File: src/eir_pkg.sv
// constants, codes and reset values of the event interrupt and pin routing block
package eir_pkg;
   localparam int EIR_NPIN = 4;
   localparam int EIR_NFUNC = 32;
   localparam int EIR_SELW = 5;
   // register byte addresses
   localparam logic [7:0] EIR_ADDR_GPIO0 = 8'h00;
   localparam logic [7:0] EIR_ADDR_MASK0 = 8'h50;
   localparam logic [7:0] EIR_ADDR_FLAG0 = 8'hFA;
   // configuration byte layout and reset values
   localparam int EIR_SEL_MSB = 7;
   localparam int EIR_SEL_LSB = 3;
   localparam int EIR_MODE_MSB = 1;
   localparam int EIR_MODE_LSB = 0;
   localparam logic [7:0] EIR_GPIO0_RST = 8'h0A;
   localparam logic [7:0] EIR_GPIOX_RST = 8'hA2;
   localparam logic [1:0] EIR_MODE_ANALOG = 2'h0;
   localparam logic [1:0] EIR_MODE_IN = 2'h1;
   localparam logic [1:0] EIR_MODE_OUT_LO = 2'h2;
   localparam logic [1:0] EIR_MODE_OUT_HI = 2'h3;
   // flag bit positions and reset values
   localparam int EIR_FLAG_CKSUM = 4;
   localparam int EIR_FLAG_SIG0 = 12;
   localparam int EIR_FLAG_WAKE = 15;
   localparam int EIR_FLAG_READY = 16;
   localparam int EIR_FLAG_STBY = 17;
   localparam int EIR_FLAG_LOWBAT = 18;
   localparam int EIR_FLAG_POR = 19;
   localparam logic [31:0] EIR_FLAG_RST = 32'h0008_0000;
   localparam logic [31:0] EIR_MASK_RST = 32'h0000_0000;
   // output function codes
   localparam int EIR_OSEL_IRQ = 0;
   localparam int EIR_OSEL_POR_N = 1;
   localparam int EIR_OSEL_WAKE = 2;
   localparam int EIR_OSEL_LOWBAT = 3;
   localparam int EIR_OSEL_TXCLK = 4;
   localparam int EIR_OSEL_TX = 5;
   localparam int EIR_OSEL_AEMPTY = 6;
   localparam int EIR_OSEL_AFULL = 7;
   localparam int EIR_OSEL_RXDATA = 8;
   localparam int EIR_OSEL_RXCLK = 9;
   localparam int EIR_OSEL_RX = 10;
   localparam int EIR_OSEL_AWAKE = 11;
   localparam int EIR_OSEL_STBY = 12;
   localparam int EIR_OSEL_ANT = 13;
   localparam int EIR_OSEL_PRE = 14;
   localparam int EIR_OSEL_SYNC = 15;
   localparam int EIR_OSEL_CS = 16;
   localparam int EIR_OSEL_TXRX = 18;
   localparam int EIR_OSEL_VDD = 19;
   localparam int EIR_OSEL_GND = 20;
   localparam int EIR_OSEL_SMPS = 21;
   localparam int EIR_OSEL_SLEEP = 22;
   localparam int EIR_OSEL_READY = 23;
   localparam int EIR_OSEL_LOCK = 24;
   localparam int EIR_OSEL_WLOCK = 25;
   localparam int EIR_OSEL_OOK = 26;
   localparam int EIR_OSEL_WXO = 27;
   localparam int EIR_OSEL_WPM = 28;
   localparam int EIR_OSEL_WVCO = 29;
   localparam int EIR_OSEL_SYNTH = 30;
   // input function codes
   localparam logic [4:0] EIR_ISEL_TXCMD = 5'h00;
   localparam logic [4:0] EIR_ISEL_RXCMD = 5'h01;
   localparam logic [4:0] EIR_ISEL_TXDATA = 5'h02;
   localparam logic [4:0] EIR_ISEL_WAKE = 5'h03;
   localparam logic [4:0] EIR_ISEL_LFCLK = 5'h04;
   // external slow clock rate, for reference by users of that input
   localparam int EIR_LFCLK_HZ = 34700;
endpackage : eir_pkg

File: src/eir_gpio_if.sv
// carrier between the pin router and its function selector
`timescale 1ns/1ps
`default_nettype none
interface eir_gpio_if;
   import eir_pkg::*;
   logic [EIR_NFUNC-1:0] out_func;
   logic [EIR_NPIN-1:0][EIR_SELW-1:0] sel;
   logic [EIR_NPIN-1:0] pin_level;
   modport router (output out_func, output sel, input pin_level);
   modport selector (input out_func, input sel, output pin_level);
endinterface : eir_gpio_if
`default_nettype wire

File: src/eir_sync2.sv
// two flip-flop synchroniser for a vector of pin inputs
`timescale 1ns/1ps
`default_nettype none
module eir_sync2 #(
   parameter int W = 4
) (
   input wire logic clock,
   input wire logic rstn,
   input wire logic [W-1:0] d,
   output logic [W-1:0] q
);
   logic [W-1:0] meta_r;

   // first stage is read only by the second stage
   always_ff @(posedge clock or negedge rstn) begin
      if (!rstn) begin
         meta_r <= '0;
         q <= '0;
      end else begin
         meta_r <= d;
         q <= meta_r;
      end
   end
endmodule : eir_sync2
`default_nettype wire

File: src/eir_gpio_sel.sv
// per-pin selection of one of the internal output functions
`timescale 1ns/1ps
`default_nettype none
module eir_gpio_sel
   import eir_pkg::*;
(
   eir_gpio_if.selector bus
);
   // pure index; reserved codes already read low in out_func
   always_comb begin
      for (int i = 0; i < EIR_NPIN; i++) begin
         bus.pin_level[i] = bus.out_func[bus.sel[i]];
      end
   end
endmodule : eir_gpio_sel
`default_nettype wire

File: src/eir_event_irq.sv
// event flags, masks, interrupt request and pin function routing
`timescale 1ns/1ps
`default_nettype none
module eir_event_irq
   import eir_pkg::*;
(
   input wire logic clock,
   input wire logic rstn,
   // byte register port
   input wire logic reg_wr,
   input wire logic reg_rd,
   input wire logic [7:0] reg_addr,
   input wire logic [7:0] reg_wdata,
   output logic [7:0] reg_rdata,
   // event pulses from the packet engine and receiver
   input wire logic [11:0] evt_packet,
   input wire logic [2:0] evt_signal,
   input wire logic wakeup_countdown_done,
   input wire logic por_event,
   // device status levels
   input wire logic crystal_osc_ready,
   input wire logic in_ready,
   input wire logic standby_switching,
   input wire logic low_battery,
   input wire logic por_active,
   input wire logic wakeup_countdown_expired,
   input wire logic tx_data_clock,
   input wire logic in_tx,
   input wire logic in_rx,
   input wire logic queue_almost_empty,
   input wire logic queue_almost_full,
   input wire logic rx_data,
   input wire logic rx_clock,
   input wire logic in_sleep,
   input wire logic in_standby,
   input wire logic antenna_switch,
   input wire logic preamble_flag,
   input wire logic sync_flag,
   input wire logic carrier_sense,
   input wire logic smps_enable,
   input wire logic in_lock,
   input wire logic wait_lock,
   input wire logic tx_data_ook,
   input wire logic wait_crystal,
   input wire logic wait_pm_settle,
   input wire logic wait_vco_cal,
   input wire logic synth_enable,
   // pins
   input wire logic [EIR_NPIN-1:0] gpio_in,
   output logic [EIR_NPIN-1:0] gpio_out,
   output logic [EIR_NPIN-1:0] gpio_oe,
   output logic [EIR_NPIN-1:0] gpio_high_drive,
   output logic interrupt_request_n,
   // input functions taken from pins
   output logic pin_tx_command,
   output logic pin_rx_command,
   output logic pin_tx_data,
   output logic pin_wakeup,
   output logic pin_low_freq_clock
);
   logic [31:0] flags_r;
   logic [31:0] masks_r;
   logic [EIR_NPIN-1:0][7:0] gpio_conf_r;
   logic wake_pend_r;
   logic ready_d_r;
   logic [7:0] rdata_nxt;
   logic [31:0] set_vec;
   logic [31:0] clr_vec;
   logic [31:0] flags_nxt;
   logic ready_entry;
   logic wake_set;
   logic irq_n_nxt;
   logic [EIR_NPIN-1:0] pin_sync;
   logic [EIR_NPIN-1:0] oe_nxt;
   logic [EIR_NPIN-1:0] hi_nxt;
   logic [EIR_NPIN-1:0] in_mode;
   logic [4:0] in_func;
   eir_gpio_if gbus ();

   // byte lane of a 4-byte register group at base, or none
   function automatic logic [2:0] lane_of(input logic [7:0] a, input logic [7:0] base);
      logic [7:0] off;
      off = a - base;
      lane_of = (a >= base && off < 8'h04) ? {1'b1, off[1:0]} : 3'b000;
   endfunction

   wire [2:0] gpio_hit = lane_of(reg_addr, EIR_ADDR_GPIO0);
   wire [2:0] mask_hit = lane_of(reg_addr, EIR_ADDR_MASK0);
   wire [2:0] flag_hit = lane_of(reg_addr, EIR_ADDR_FLAG0);
   wire flag_read = reg_rd && flag_hit[2];

   // wake-up flag waits for the crystal clock, so it may lag the expiry
   assign wake_set = (wake_pend_r | wakeup_countdown_done) & crystal_osc_ready;
   // ready flag only on entry into ready with the crystal settled
   assign ready_entry = in_ready & ~ready_d_r & crystal_osc_ready;

   // event set vector; timer events 28, 29 are not part of this block
   always_comb begin
      set_vec = '0;
      set_vec[EIR_FLAG_CKSUM-1:0] = evt_packet[EIR_FLAG_CKSUM-1:0];
      set_vec[6:EIR_FLAG_CKSUM] = evt_packet[6:EIR_FLAG_CKSUM];
      set_vec[10:7] = evt_packet[10:7];
      set_vec[11] = evt_packet[11];
      set_vec[EIR_FLAG_WAKE-1:EIR_FLAG_SIG0] = evt_signal;
      set_vec[EIR_FLAG_WAKE] = wake_set;
      set_vec[EIR_FLAG_READY] = ready_entry;
      set_vec[EIR_FLAG_STBY] = standby_switching;
      set_vec[EIR_FLAG_LOWBAT] = low_battery;
      set_vec[EIR_FLAG_POR] = por_event;
   end

   // reading a flag byte clears that byte; a same-cycle event still lands
   always_comb begin
      clr_vec = '0;
      if (flag_read) begin
         clr_vec[flag_hit[1:0]*8 +: 8] = 8'hFF;
      end
   end
   assign flags_nxt = (flags_r & ~clr_vec) | set_vec;
   // request follows the next flag state so it drops together with the clear
   assign irq_n_nxt = ~|(flags_nxt & masks_r);

   // flag word, power-on flag preset by reset
   always_ff @(posedge clock or negedge rstn) begin
      if (!rstn) begin
         flags_r <= EIR_FLAG_RST;
         interrupt_request_n <= 1'b1;
      end else begin
         flags_r <= flags_nxt;
         interrupt_request_n <= irq_n_nxt;
      end
   end

   // event history for edge and pending tracking
   always_ff @(posedge clock or negedge rstn) begin
      if (!rstn) begin
         wake_pend_r <= 1'b0;
         ready_d_r <= 1'b0;
      end else begin
         wake_pend_r <= (wake_pend_r | wakeup_countdown_done) & ~crystal_osc_ready;
         ready_d_r <= in_ready;
      end
   end

   // configuration writes: masks and pin bytes
   always_ff @(posedge clock or negedge rstn) begin
      if (!rstn) begin
         masks_r <= EIR_MASK_RST;
         gpio_conf_r[0] <= EIR_GPIO0_RST;
         for (int i = 1; i < EIR_NPIN; i++) begin
            gpio_conf_r[i] <= EIR_GPIOX_RST;
         end
      end else if (reg_wr) begin
         if (mask_hit[2]) begin
            masks_r[mask_hit[1:0]*8 +: 8] <= reg_wdata;
         end
         if (gpio_hit[2]) begin
            gpio_conf_r[gpio_hit[1:0]] <= reg_wdata;
         end
      end
   end

   // read data mux; unmapped bytes read zero
   always_comb begin
      rdata_nxt = 8'h00;
      if (gpio_hit[2]) begin
         rdata_nxt = gpio_conf_r[gpio_hit[1:0]];
      end else if (mask_hit[2]) begin
         rdata_nxt = masks_r[mask_hit[1:0]*8 +: 8];
      end else if (flag_hit[2]) begin
         rdata_nxt = flags_r[flag_hit[1:0]*8 +: 8];
      end
   end

   always_ff @(posedge clock or negedge rstn) begin
      if (!rstn) begin
         reg_rdata <= 8'h00;
      end else if (reg_rd) begin
         reg_rdata <= rdata_nxt;
      end
   end

   // internal signals offered to the pins; reserved codes stay low
   always_comb begin
      gbus.out_func = '0;
      gbus.out_func[EIR_OSEL_IRQ] = interrupt_request_n;
      gbus.out_func[EIR_OSEL_POR_N] = ~por_active;
      gbus.out_func[EIR_OSEL_WAKE] = wakeup_countdown_expired;
      gbus.out_func[EIR_OSEL_LOWBAT] = low_battery;
      gbus.out_func[EIR_OSEL_TXCLK] = tx_data_clock;
      gbus.out_func[EIR_OSEL_RXDATA] = rx_data;
      gbus.out_func[EIR_OSEL_RXCLK] = rx_clock;
      gbus.out_func[EIR_OSEL_TX] = in_tx;
      gbus.out_func[EIR_OSEL_RX] = in_rx;
      gbus.out_func[EIR_OSEL_TXRX] = in_tx | in_rx;
      gbus.out_func[EIR_OSEL_AEMPTY] = queue_almost_empty;
      gbus.out_func[EIR_OSEL_AFULL] = queue_almost_full;
      gbus.out_func[EIR_OSEL_AWAKE] = ~(in_sleep | in_standby);
      gbus.out_func[EIR_OSEL_STBY] = in_standby;
      gbus.out_func[EIR_OSEL_SLEEP] = in_sleep;
      gbus.out_func[EIR_OSEL_READY] = in_ready;
      gbus.out_func[EIR_OSEL_LOCK] = in_lock;
      gbus.out_func[EIR_OSEL_WLOCK] = wait_lock;
      gbus.out_func[EIR_OSEL_VDD] = 1'b1;
      gbus.out_func[EIR_OSEL_GND] = 1'b0;
      gbus.out_func[EIR_OSEL_ANT] = antenna_switch;
      gbus.out_func[EIR_OSEL_PRE] = preamble_flag;
      gbus.out_func[EIR_OSEL_SYNC] = sync_flag;
      gbus.out_func[EIR_OSEL_CS] = carrier_sense;
      gbus.out_func[EIR_OSEL_SMPS] = smps_enable;
      gbus.out_func[EIR_OSEL_OOK] = tx_data_ook;
      gbus.out_func[EIR_OSEL_WXO] = wait_crystal;
      gbus.out_func[EIR_OSEL_WPM] = wait_pm_settle;
      gbus.out_func[EIR_OSEL_WVCO] = wait_vco_cal;
      gbus.out_func[EIR_OSEL_SYNTH] = synth_enable;
   end

   // per-pin selector and mode decode
   always_comb begin
      for (int i = 0; i < EIR_NPIN; i++) begin
         gbus.sel[i] = gpio_conf_r[i][EIR_SEL_MSB:EIR_SEL_LSB];
         in_mode[i] = gpio_conf_r[i][EIR_MODE_MSB:EIR_MODE_LSB] == EIR_MODE_IN;
         oe_nxt[i] = gpio_conf_r[i][EIR_MODE_MSB];
         hi_nxt[i] = gpio_conf_r[i][EIR_MODE_MSB:EIR_MODE_LSB] == EIR_MODE_OUT_HI;
      end
   end

   eir_gpio_sel u_sel (
      .bus(gbus.selector)
   );

   // pin drive registered; analog and input modes leave the pin undriven
   always_ff @(posedge clock or negedge rstn) begin
      if (!rstn) begin
         gpio_out <= '0;
         gpio_oe <= '0;
         gpio_high_drive <= '0;
      end else begin
         gpio_out <= gbus.pin_level;
         gpio_oe <= oe_nxt;
         gpio_high_drive <= hi_nxt;
      end
   end

   // pins come from outside the clock domain
   eir_sync2 #(.W(EIR_NPIN)) u_sync (
      .clock(clock),
      .rstn(rstn),
      .d(gpio_in),
      .q(pin_sync)
   );

   // input functions: any input-mode pin with the code contributes
   always_comb begin
      in_func = '0;
      for (int i = 0; i < EIR_NPIN; i++) begin
         if (in_mode[i]) begin
            unique case (gbus.sel[i])
               EIR_ISEL_TXCMD: in_func[0] = in_func[0] | pin_sync[i];
               EIR_ISEL_RXCMD: in_func[1] = in_func[1] | pin_sync[i];
               EIR_ISEL_TXDATA: in_func[2] = in_func[2] | pin_sync[i];
               EIR_ISEL_WAKE: in_func[3] = in_func[3] | pin_sync[i];
               EIR_ISEL_LFCLK: in_func[4] = in_func[4] | pin_sync[i];
               default: in_func = in_func; // codes 5-31 have no effect
            endcase
         end
      end
   end
   always_ff @(posedge clock or negedge rstn) begin
      if (!rstn) begin
         pin_tx_command <= 1'b0;
         pin_rx_command <= 1'b0;
         pin_tx_data <= 1'b0;
         pin_wakeup <= 1'b0;
         pin_low_freq_clock <= 1'b0;
      end else begin
         pin_tx_command <= in_func[0];
         pin_rx_command <= in_func[1];
         pin_tx_data <= in_func[2];
         pin_wakeup <= in_func[3];
         pin_low_freq_clock <= in_func[4];
      end
   end
endmodule : eir_event_irq
`default_nettype wire

File: config.mk
export PLATFORM = sky130hd
export DESIGN_NAME = eir_event_irq
export DESIGN_NICKNAME = d
export VERILOG_FILES = /design/src/eir_pkg.sv /design/src/eir_gpio_if.sv /design/src/eir_sync2.sv /design/src/eir_gpio_sel.sv /design/src/eir_event_irq.sv
export SDC_FILE = /design/constraint.sdc
export NUM_CORES = 1
export LEC_CHECK = 0
export BUFFER_PORTS_ARGS = -buffer_cell sky130_fd_sc_hd__clkbuf_2
export CAP_MARGIN = 20
export CORE_MARGIN = 4
export CORE_UTILIZATION = 58
export CTS_CLUSTER_SIZE = 25
export DETAILED_ROUTE_END_ITERATION = 16
export PLACE_DENSITY = 0.8
export SETUP_SLACK_MARGIN = 0.5
export SLEW_MARGIN = 5
export SYNTH_ARGS = -nofsm -noshare
export SYNTH_HDL_FRONTEND = slang
export SYNTH_HIERARCHICAL = 1
export SYNTH_SLANG_ARGS = --single-unit
File: constraint.sdc
create_clock -name clock -period 1.7 [get_ports clock]
set_clock_uncertainty 0.05 [all_clocks]
set_input_delay 0.085 -clock clock [delete_from_list [all_inputs] [get_ports clock]]
set_output_delay 0.085 -clock clock [all_outputs]
set_load 0.005 [all_outputs]
==> impl_metrics.yaml, run 1 <==
outcome:
  status: "complete, but fails checks"
  violations: "negative setup slack"
synthesis:
  synth_edf_count: 0
  synth_cell_type_count: 57
  ys_warn_count: 6
  yosys.area.top_type_share_pct: 40.8
  synth.area.top_cells: "dfrtp_1 (41%), mux2i_1 (11%), mux2_2 (4.9%), mux4_2 (4.9%), dfstp_2 (4.7%)"
  synth_most_common_cell: "dfrtp_1"
  syn_inst: 622
  yosys-top-cells-count: "dfrtp_1 (119), mux2i_1 (80), nand2_1 (38)"
  async_reset_ff_share_pct: 100
  synth_seq_cells: 132
  syn_avg_cell_area_um2: 11.7
  dominantRegCellSynth: "dfrtp_1"
  syn_area_mm2: 0.00730
  seq_area_frac_synth_pct: 45.5
  yosysTopAreaCell: "dfrtp_1"
placed_design:
  dpl_cell_area_mm2: 0.00862
  pre_cts_ws_ps: -287
  hpwlAfterDp_um: 16900
  io_buffers: 93
  gp_congestion: 1.02
timing:
  slew-limit-headroom_pct: 51.9
  setup_ws_ps: -242
  hold_viol_final: 0
  rsz0062_at_grt: "yes"
  drv_slew: 0
  fin_setup_tns_ps: -242
  min_period_ps: 1940
  setup_viol: 1
  worstMarginPinSlew_ps: 721
  fmax_mhz: 515
  fin_crit_sh_pct: 114
power_and_ir_drop:
  finalPower_uw: 8420
  p_int_uw: 5990
  ir_worst_vdd_v: 0.000712
  switching_power_uw: 2430
  power_density_mw_per_mm2: 822
  power_frac_seq_pct: 40.9
  combinationalPowerShare_pct: 14.8
  switching_share_pct: 28.8
  clkPwrFrac_pct: 44.3
  p_leak_uw: 0.00444
global_routing:
  antenna_found_initial: 0
  grt_pass1_wl_um: 38800
  grt-ovfl-total: 0
  grt_max_degree: 35
  grt_usage_pct: 35.4
  grt_pass1_vias: 6813
drt:
  routed_wl_um: 27100
  antenna_left: 0
  drtPass1Iterations: 6
  first_iter_violations: 999
  routedWlPerCell_um: 26.2
  num_vias: 6884
  drt-vias-per-instance: 6.66
  drc: 0
worst_setup_path:
  critPathKind: "reg2reg"
  start_kind: "register"
  critPathMaxFanout: 4
  rrSetupSlack_ps: -240
  end_kind: "register"
  cp_data_required_time_ps: 2000
  cp.arrival_ps: 2240
floorplanning:
  die_h_um: 120
  core_area_mm2: 0.0122
  start_util_pct: 60.1
  dieArea_mm2: 0.0145
  io_pins: 94
  chipWidth_um: 120
  rows: 40
worst_hold_path:
  hp-class: "in2reg"
cells_and_area:
  fin_nets: 927
  drive_gt1_share_pct: 43.8
  diodes: 0
  area_delta_synth_final_pct: 40.3
  finalInstanceArea_mm2: 0.0102
clock_network:
  clkTransAtPathRegs_ps: 70
  clock_latency_ps: 430
  cts_tree: "built"
  clock_path_buffers: 2
  cts-buffers-inserted: 17
  clkSinkCount: 132
  htree_levels: 4
  clock-root-buffer: "clkbuf_16"
run:
  maxCapViolations: 0
-- placed cells by master (no fill, tap or decap), drive strengths merged, types with 3 or more instances in the layout --
master / n
a22oi: 30
and2b: 4
o21ai: 16
nand2b: 5
inv: 24
dfrtp: 119
conb: 16
nand3: 27
dfstp: 13
nand2: 38
a221oi: 4
nand4b: 6
nor2: 20
nand3b: 3
mux4: 16
a211oi: 4
o22ai: 8
ha: 6
dlygate4sd3: 27
clkinv: 3
buf: 104
a22o: 36
and2: 21
a222oi: 3
nor3: 4
mux2: 32
nor4: 3
nand4: 9
nor2b: 10
mux2i: 80
nor3b: 3
clkbuf: 108
a21oi: 15
a21o: 18
o2bb2ai: 7
a311o: 4
-- layer usage --
metal / vias up / routed length, um / track usage (%)
met3: 150 / 3020 / 11.1
met1: 3346 / 9950 / 46.1
met4: 0 / 1470 / 13.5
met5: - / 0 / 0
met2: 537 / 12700 / 55.8
li1: 2851 / - / -
-- worst paths after layout --
check	endpoint	start	depth (start not counted)
setup / recovery	interrupt_request_n	masks_r[18]	5
hold / removal	flags_r[16]	in_ready	2
setup reg to reg	interrupt_request_n	masks_r[18]	5
hold reg to reg	u_sync/q[2]	u_sync/meta_r[2]	0
max in group asynchronous	gbus.sel[7]	rstn	3
min in group asynchronous	gpio_oe[2]	rstn	2
-- repair_timing --
item | CTS | global route
endpoints found under the setup margin | 59 | 114
cloned | 0 | 2
buffers inserted | 23 | 12
endpoints found under the hold margin | 153 | 0
hold buffers | 27 | 0
gates resized for setup | 55 | 62
pin swaps | 55 | 19
-- power groups by stage --
stage	clock (uW)	sequential [uW]	combinational, uW
floorplan	0	3440	570
global placement	0	3470	994
detailed placement	0	3480	1020
CTS	3700	3420	1130
global route	3870	3450	1320
finish	3730	3440	1240
-- cells by family after synthesis --
kind of cell | after synthesis | synth area share [%]
buffers and inverters | 39 | 3.80
multiplexers | 128 | 20.8
AND/OR/NAND/NOR | 163 | 13.2
other | 2 | 0.103
AO/OA/AOI/OAI | 152 | 15.6
adder cells (fa/ha/maj) | 6 | 1.03
flip-flops | 132 | 45.5
-- critical path, cell delays in order, from the launching register on --
cell and delay (ps):
dfrtp_1 470, a222oi_1 660, nand3_1 210, a32oi_1 190, nand2_1 90, a311oi_2 190
-- final cells by class --
| cell class | count | area (um2) |
|---|---|---|
| Tap cell | 168 | 210 |
| Clock buffer | 17 | 425 |
| Timing Repair Buffer | 222 | 1810 |
| Fill cell | 641 | 1910 |
| Multi-Input combinational cell | 465 | 4230 |
| Inverter | 15 | 73.8 |
| Sequential cell | 132 | 3340 |
| Clock inverter | 15 | 161 |
-- state kept, by name, summed over array words and instances, names as in the netlist, 4 cells and up --
signal / flops
flags_r: 32
masks_r: 32
gbus.sel: 20
gpio_conf_r: 12
reg_rdata: 8
gpio_high_drive: 4
gpio_oe: 4
gpio_out: 4
u_sync/meta_r: 4
u_sync/q: 4
-- stage by stage --
| stage | instances | util, % | hold WS (ps) |
|---|---|---|---|
| after floorplan | 636 | - | -261 |
| after global placement | 938 | 70.9 | 13.3 |
| after detailed placement | 938 | 70.9 | 13.6 |
| after CTS | 1020 | 81.1 | 1.80 |
| after global routing | 1034 | 84.3 | 31.7 |
| final | 1034 | 84.3 | 13.8 |
No activity file was read; power rests on OpenSTA's default activity.
==> run 2: changes to the inputs <==
--- a/config.mk
+++ b/config.mk
@@ -5,13 +5,14 @@
 export SDC_FILE = /design/constraint.sdc
 export NUM_CORES = 1
 export LEC_CHECK = 0
+export ABC_AREA = 1
 export BUFFER_PORTS_ARGS = -buffer_cell sky130_fd_sc_hd__clkbuf_2
 export CAP_MARGIN = 20
 export CORE_MARGIN = 4
-export CORE_UTILIZATION = 58
+export CORE_UTILIZATION = 59
 export CTS_CLUSTER_SIZE = 25
 export DETAILED_ROUTE_END_ITERATION = 16
-export PLACE_DENSITY = 0.8
+export PLACE_DENSITY = 0.81
 export SETUP_SLACK_MARGIN = 0.5
 export SLEW_MARGIN = 5
 export SYNTH_ARGS = -nofsm -noshare
==> impl_metrics.yaml, run 2 <==
global_routing:
  grt_usage_pct: 73.5
  grt-ovfl-total: 64
  grt_max_degree: 50
floorplanning:
  die_h_um: 123
  start_util_pct: 61.3
  chipWidth_um: 123
  rows: 41
  io_pins: 94
placed_design:
  dpl_cell_area_mm2: 0.00905
  gp_congestion: 1.03
  io_buffers: 93
  hpwlAfterDp_um: 19900
synthesis:
  synth_cell_type_count: 46
  yosys-top-cells-count: "nand2_1 (431), nand3_1 (165), dfrtp_1 (119)"
  dominantRegCellSynth: "dfrtp_1"
  synth_edf_count: 0
  syn_avg_cell_area_um2: 7.17
  yosysTopAreaCell: "dfrtp_1"
  async_reset_ff_share_pct: 100
  syn_inst: 1095
  yosys.area.top_type_share_pct: 37.9
  synth.area.top_cells: "dfrtp_1 (38%), nand2_1 (21%), nand3_1 (11%), inv_1 (4.6%), dfstp_2 (4.3%)"
  ys_warn_count: 6
  seq_area_frac_synth_pct: 42.3
  synth_most_common_cell: "nand2_1"
  syn_area_mm2: 0.00786
  synth_seq_cells: 132
clock_network:
  clkSinkCount: 132
  clock_path_buffers: 2
  cts-buffers-inserted: 17
  clock-root-buffer: "clkbuf_16"
  htree_levels: 4
timing:
  worst_endpoint: "interrupt_request_n$_DFF_PN1_/D"
  endpoint_type: "sequential cell input"
outcome:
  firstError: "[ERROR GRT-0232] Routing congestion too high. Check the congestion heatmap in the GUI."
  status: "aborted with a tool error"
  haltStage: "global routing (5_1_grt)"
[run 2: repair_timing]
item,in CTS
cloned,7
resized for setup,167
hold endpoints to repair,144
endpoints found under the setup margin,108
hold buffers,25
setup buffers,44
pin swaps,61
[run 2: routing by layer]
metal / overflow / track usage, %
met2: 26 / 89.8
met1: 0 / 71.6
met3: 0 / 61.8
met4: 37 / 74.3
met5: 1 / 12.2
[run 2: metrics by stage]
stage,TNS (ps),util [%],hold slack [ps],instances,setup slack [ps]
after floorplan,-1100,-,-261,1109,-97.1
after global placement,-9680,70.6,-60.6,1402,-346
after detailed placement,-12730,70.6,-48.6,1402,-362
after CTS,0,86.1,7.72,1510,187
[run 2: cell families after synthesis]
group / Yosys count / share of synthesized area, %
AND/OR/NAND/NOR: 707 / 40.1
adder cells (fa/ha/maj): 6 / 0.956
other: 2 / 0.0956
flip-flops: 132 / 42.3
buffers and inverters: 147 / 8.93
AO/OA/AOI/OAI: 101 / 7.69
==> run 3: changes to the inputs <==
--- a/config.mk
+++ b/config.mk
@@ -9,11 +9,9 @@
 export BUFFER_PORTS_ARGS = -buffer_cell sky130_fd_sc_hd__clkbuf_2
 export CAP_MARGIN = 20
 export CORE_MARGIN = 4
-export CORE_UTILIZATION = 59
-export CTS_CLUSTER_SIZE = 25
+export CORE_UTILIZATION = 40
 export DETAILED_ROUTE_END_ITERATION = 16
-export PLACE_DENSITY = 0.81
-export SETUP_SLACK_MARGIN = 0.5
+export PLACE_DENSITY_LB_ADDON = 0.15
 export SLEW_MARGIN = 5
 export SYNTH_ARGS = -nofsm -noshare
 export SYNTH_HDL_FRONTEND = slang
==> impl_metrics.yaml, run 3 <==
placed_design:
  gp_congestion: 0.964
  dp.cells: 1507
  dpl_cell_area_mm2: 0.00919
  hpwlAfterDp_um: 20800
  io_buffers: 93
  pre_cts_ws_ps: -324
worst_setup_path:
  end_kind: "register"
  rrSetupSlack_ps: 180
  cp_data_required_time_ps: 2010
  cp.arrival_ps: 1940
  start_kind: "input port"
  critPathMaxFanout: 8
  critPathKind: "in2reg"
floorplanning:
  die_h_um: 148
  core_area_mm2: 0.0190
  chipWidth_um: 148
  rows: 50
  start_util_pct: 41.3
  dieArea_mm2: 0.0219
  io_pins: 94
synthesis:
  yosys.area.top_type_share_pct: 37.9
  syn_area_mm2: 0.00786
  synth_most_common_cell: "nand2_1"
  yosys-top-cells-count: "nand2_1 (431), nand3_1 (165), dfrtp_1 (119)"
  yosysTopAreaCell: "dfrtp_1"
  synth_seq_cells: 132
  async_reset_ff_share_pct: 100
  syn_avg_cell_area_um2: 7.17
  synth_edf_count: 0
  seq_area_frac_synth_pct: 42.3
  ys_warn_count: 6
  synth.area.top_cells: "dfrtp_1 (38%), nand2_1 (21%), nand3_1 (11%), inv_1 (4.6%), dfstp_2 (4.3%)"
  dominantRegCellSynth: "dfrtp_1"
  syn_inst: 1095
  synth_cell_type_count: 46
clock_network:
  clkSinkCount: 132
  clock_latency_ps: 430
  clock_path_buffers: 2
  clkTransAtPathRegs_ps: 60
  cts-buffers-inserted: 17
  htree_levels: 4
  clock-root-buffer: "clkbuf_16"
  cts_tree: "built"
global_routing:
  antenna_found_initial: 0
  grt_pass1_vias: 7551
  grt-ovfl-total: 0
  grt_usage_pct: 25.3
  grt_pass1_wl_um: 42600
  grt_max_degree: 42
cells_and_area:
  mostFrequentLayoutCell: "nand2_1"
  diodes: 0
  area_delta_synth_final_pct: 29.0
  finalInstanceArea_mm2: 0.0101
  final_cell_mix: "nand2_1 (427), nand3_1 (163), dfrtp_1 (119), inv_1 (93), clkbuf_2 (90)"
  fillCellCount: 1898
  drive_gt1_share_pct: 22.0
  fin_util_pct: 53.3
  fin_nets: 1372
  instances_no_fill: 1571
drt:
  drc: 0
  antenna_left: 0
  routedWlPerCell_um: 17.5
  drtPass1Iterations: 5
  first_iter_violations: 614
  routed_wl_um: 27400
  num_vias: 7964
  drt-vias-per-instance: 5.07
timing:
  holdWs_ps: 23.6
  hold_viol_final: 0
  setup_ws_ps: 71.7
  drv_slew: 0
  fmax_mhz: 614
  min_period_ps: 1630
  setup_viol: 0
  fin_crit_sh_pct: 95.8
  worstMarginPinSlew_ps: 541
  slew-limit-headroom_pct: 63.9
outcome:
  status: "completed"
worst_hold_path:
  hp-class: "in2reg"
power_and_ir_drop:
  power_density_mw_per_mm2: 834
  p_leak_uw: 0.00521
  ir_worst_vdd_v: 0.000628
run:
  maxCapViolations: 0
==> run 3: metrics by stage <==
step                TNS (ps)  total power (uW)
global route           -72.7              8850
global placement       -7640              4820
floorplan              -1100              4250
detailed placement     -8100              4830
CTS                        0              8490
finish                     0              8450
==> run 3: kinds of logic (layout without fill, tap and decap cells) <==
logic type / after synthesis / count (layout) / synth area share (%)
other cells: 2 / 16 / 0.0956
buf+inv: 147 / 349 / 8.93
simple gates: 707 / 707 / 40.1
flops: 132 / 132 / 42.3
fa+ha+maj: 6 / 6 / 0.956
compound gates: 101 / 101 / 7.69
==> run 3: repair_timing <==
| action | in CTS | in global routing |
|---|---|---|
| setup endpoints to repair | 0 | 2 |
| hold endpoints to repair | 151 | 0 |
| resized for setup | 0 | 21 |
| setup buffers | 0 | 7 |
| hold buffers | 26 | 0 |
==> run 3: report_power, final <==
group / internal [uW] / switching (uW)
sequential: 3330 / 188
clock: 1970 / 1630
combinational: 533 / 797
total: 5830 / 2610
==> run 3: worst paths after layout <==
check	start	endpoint	depth (start not counted)
max reg2reg	gpio_conf_r[16]	pin_tx_command	7
max in group asynchronous	rstn	gpio_conf_r[1]	3
min reg2reg	u_sync/meta_r[2]	u_sync/q[2]	0
max	reg_addr[1]	interrupt_request_n	15
min in group asynchronous	rstn	gpio_out[1]	2
min	reg_wdata[5]	gbus.sel[17]	4
==> run 3: worst max-delay path: stages <==
cell and delay, ps:
buf_6 80, inv_4 40, ha_4 260, nand2_2 40
nor2_2 110, nand2_2 120, nor2_8 190, nand4_2 220
nand3_1 170, nand2_1 60, nor2_1 110, nand2_1 60
nor2_1 140, nand2_1 110, nor2_2 120
==> run 3: cell type report <==
type	instances	area (um2)	share of cell area, %
multi-input combinational	830	3990	39.4
clock buffer	17	425	4.20
inverter	112	453	4.47
timing repair buffer	205	1460	14.4
tap	260	325	3.21
sequential	132	3320	32.8
clock inverter	15	155	1.53
==> run 3: per-layer routing <==
layer  up-vias  GRT usage [%]  routed length, um
met5         -              0                  0
met4         0           9.33                894
met3        53           4.88               1450
met2       249           42.5              13600
met1      3692           32.4              11500
li1       3970              -                  -
==> run 4: changes to the inputs <==
--- a/config.mk
+++ b/config.mk
@@ -10,8 +10,11 @@
 export CAP_MARGIN = 20
 export CORE_MARGIN = 4
 export CORE_UTILIZATION = 40
+export CTS_BUF_LIST = sky130_fd_sc_hd__clkbuf_8 sky130_fd_sc_hd__clkbuf_16
 export DETAILED_ROUTE_END_ITERATION = 16
+export GPL_TIMING_DRIVEN = 0
 export PLACE_DENSITY_LB_ADDON = 0.15
+export SKIP_LAST_GASP = 1
 export SLEW_MARGIN = 5
 export SYNTH_ARGS = -nofsm -noshare
 export SYNTH_HDL_FRONTEND = slang
==> impl_metrics.yaml, run 4 (same netlist as run 3, synthesis figures left out) <==
outcome:
  status: "completed"
clock_network:
  cts_tree: "built"
  clkTransAtPathRegs_ps: 60
  cts-buffers-inserted: 17
  clkSinkCount: 132
  clock_latency_ps: 430
  clock-root-buffer: "clkbuf_16"
  clock_path_buffers: 2
  htree_levels: 4
run:
  maxCapViolations: 0
timing:
  fmax_mhz: 595
  fin_crit_sh_pct: 98.8
  min_period_ps: 1680
  hold_viol_final: 0
  rsz0062_at_grt: "yes"
  drv_slew: 0
  slew-limit-headroom_pct: 61.5
  fin_setup_tns_ps: 0
  worstMarginPinSlew_ps: 575
  setup_viol: 0
worst_setup_path:
  cpMostUsedCell: "nand2_1"
  r2r_start: "gbus.sel[0]"
  critPathMaxFanout: 8
  cp.arrival_ps: 1990
  cp_cell_sequence: "clkbuf_8, inv_1, ha_4, nand2_1, nor2_1, nand2_2, nor2_8, nand2_1, nor2_4, a22oi_1, nand3_1, nand2_1, nand3_1, nand2_1, nand2_1"
  cp_data_required_time_ps: 2010
  r2r_cells: 11
  rrSetupSlack_ps: 90
  rr_endpoint: "gpio_out[0]"
  max_stage_delay_ps: 280
  start_kind: "input port"
  end_kind: "register"
  critPathSlowestCell: "nor2_4"
  critPathKind: "in2reg"
drt:
  antenna_left: 0
  first_iter_violations: 826
  drtPass1Iterations: 5
  routed_wl_um: 26500
  num_vias: 7898
  routedWlPerCell_um: 17.3
  drc: 0
  drt-vias-per-instance: 5.17
cells_and_area:
  drive_gt1_share_pct: 20.0
  diodes: 0
  fillCellCount: 1952
  mostFrequentLayoutCell: "nand2_1"
  fin_util_pct: 51.8
  fin_nets: 1330
  multi_input_area_mm2: 0.00405
  seq_area_mm2: 0.00332
  final_cell_mix: "nand2_1 (428), nand3_1 (161), dfrtp_1 (119), inv_1 (93), clkbuf_2 (88)"
  area_delta_synth_final_pct: 25.4
global_routing:
  antenna_found_initial: 0
  grt_pass1_vias: 7576
  grt-ovfl-total: 0
  grt_pass1_wl_um: 41500
  grt_max_degree: 92
  grt_usage_pct: 24.4
worst_hold_path:
  min_path_cells: 3
  min_to: "reg_rdata[6]"
  hp-class: "in2reg"
  hp-start: "reg_rd"
floorplanning:
  io_pins: 94
  die_h_um: 148
  core_area_mm2: 0.0190
  dieArea_mm2: 0.0219
  rows: 50
  chipWidth_um: 148
  start_util_pct: 41.3
power_and_ir_drop:
  p_leak_uw: 0.00498
  power_density_mw_per_mm2: 843
  power_frac_seq_pct: 42.3
  switching_share_pct: 30.4
  combinationalPowerShare_pct: 15.6
  clkPwrFrac_pct: 42.1
  switching_power_uw: 2530
  ir_worst_vdd_v: 0.000602
  p_int_uw: 5770
placed_design:
  gp_congestion: 0.927
  io_buffers: 91
  hpwlAfterDp_um: 19600
run 4: changes by cell type in the layout (fill, tap and decap cells not counted), moves of 4 or more:
| cell | previous run | this run |
|---|---|---|
| inv_8 | 7 | 2 |
| buf_4 | 79 | 11 |
| buf_2 | 0 | 13 |
| nor2_2 | 4 | 8 |
| nor2_1 | 40 | 35 |
| clkbuf_8 | 0 | 7 |
| buf_12 | 5 | 0 |
| buf_6 | 5 | 15 |
run 4: worst max-delay path by stage:
stage / from / to / slack [ps] / cells past startpoint
global route: reg_addr[2] / reg_rdata[7] / -30 / 15
CTS: reg_addr[2] / reg_rdata[3] / 10 / 15
floorplan: reg_addr[3] / masks_r[15] / -100 / 11
detailed placement: reg_addr[1] / reg_rdata[3] / -580 / 15
global placement: rstn / masks_r[19] / -1690 / 1
finish: reg_addr[2] / reg_rdata[4] / 20 / 15
run 4: power by group through the flow:
stage	Sequential, uW	Clock [uW]	Combinational [uW]
finish	3510	3490	1300
global route	3530	3690	1460
CTS	3510	3530	1280
detailed placement	3560	0	1210
global placement	3570	0	1190
floorplan	3500	0	743
run 4: stage by stage:
| step | power [uW] | hold WS, ps | cell area (um2) | cells | setup WS, ps |
|---|---|---|---|---|---|
| detailed placement | 4780 | -22.3 | 8830 | 1461 | -578 |
| floorplan | 4250 | -261 | 8020 | 1109 | -97.1 |
| global placement | 4760 | 147 | 8800 | 1460 | -1690 |
| global route | 8680 | 22.6 | 9850 | 1529 | -31.3 |
| CTS | 8320 | 3.77 | 9780 | 1524 | 11.0 |
| finish | 8300 | 7.12 | 9850 | 1529 | 20.2 |
run 4: per-layer routing:
layer | up-vias | global-route usage (%) | routed length (um)
li1 | 3873 | - | -
met1 | 3696 | 31.5 | 11200
met2 | 274 | 41.7 | 13200
met3 | 55 | 3.93 | 1370
met4 | 0 | 8.22 | 687
met5 | - | 0 | 0
run 4: layout make-up:
class	count	area share [%]
multi-input combinational	831	41.1
sequential	132	33.7
timing repair buffer	127	8.57
inverter	112	4.60
clock buffer	18	4.46
tap	260	3.30
buffer	35	3.06
clock inverter	14	1.22
run 4: worst max-delay path, delay by kind of cell:
kind,cells,cell delay (ps)
buffers and inverters,2,180
AO/OA/AOI/OAI,1,160
adder cells (fa/ha/maj),1,260
AND/OR/NAND/NOR,11,1290
run 4: repair_timing:
item / CTS / global route
setup buffers: 4 / 5
hold buffers: 26 / 0
pin swaps: 6 / 12
hold endpoints to repair: 149 / 0
gates resized for setup: 17 / 11
gates cloned: 1 / 0
setup endpoints to repair: 24 / 15
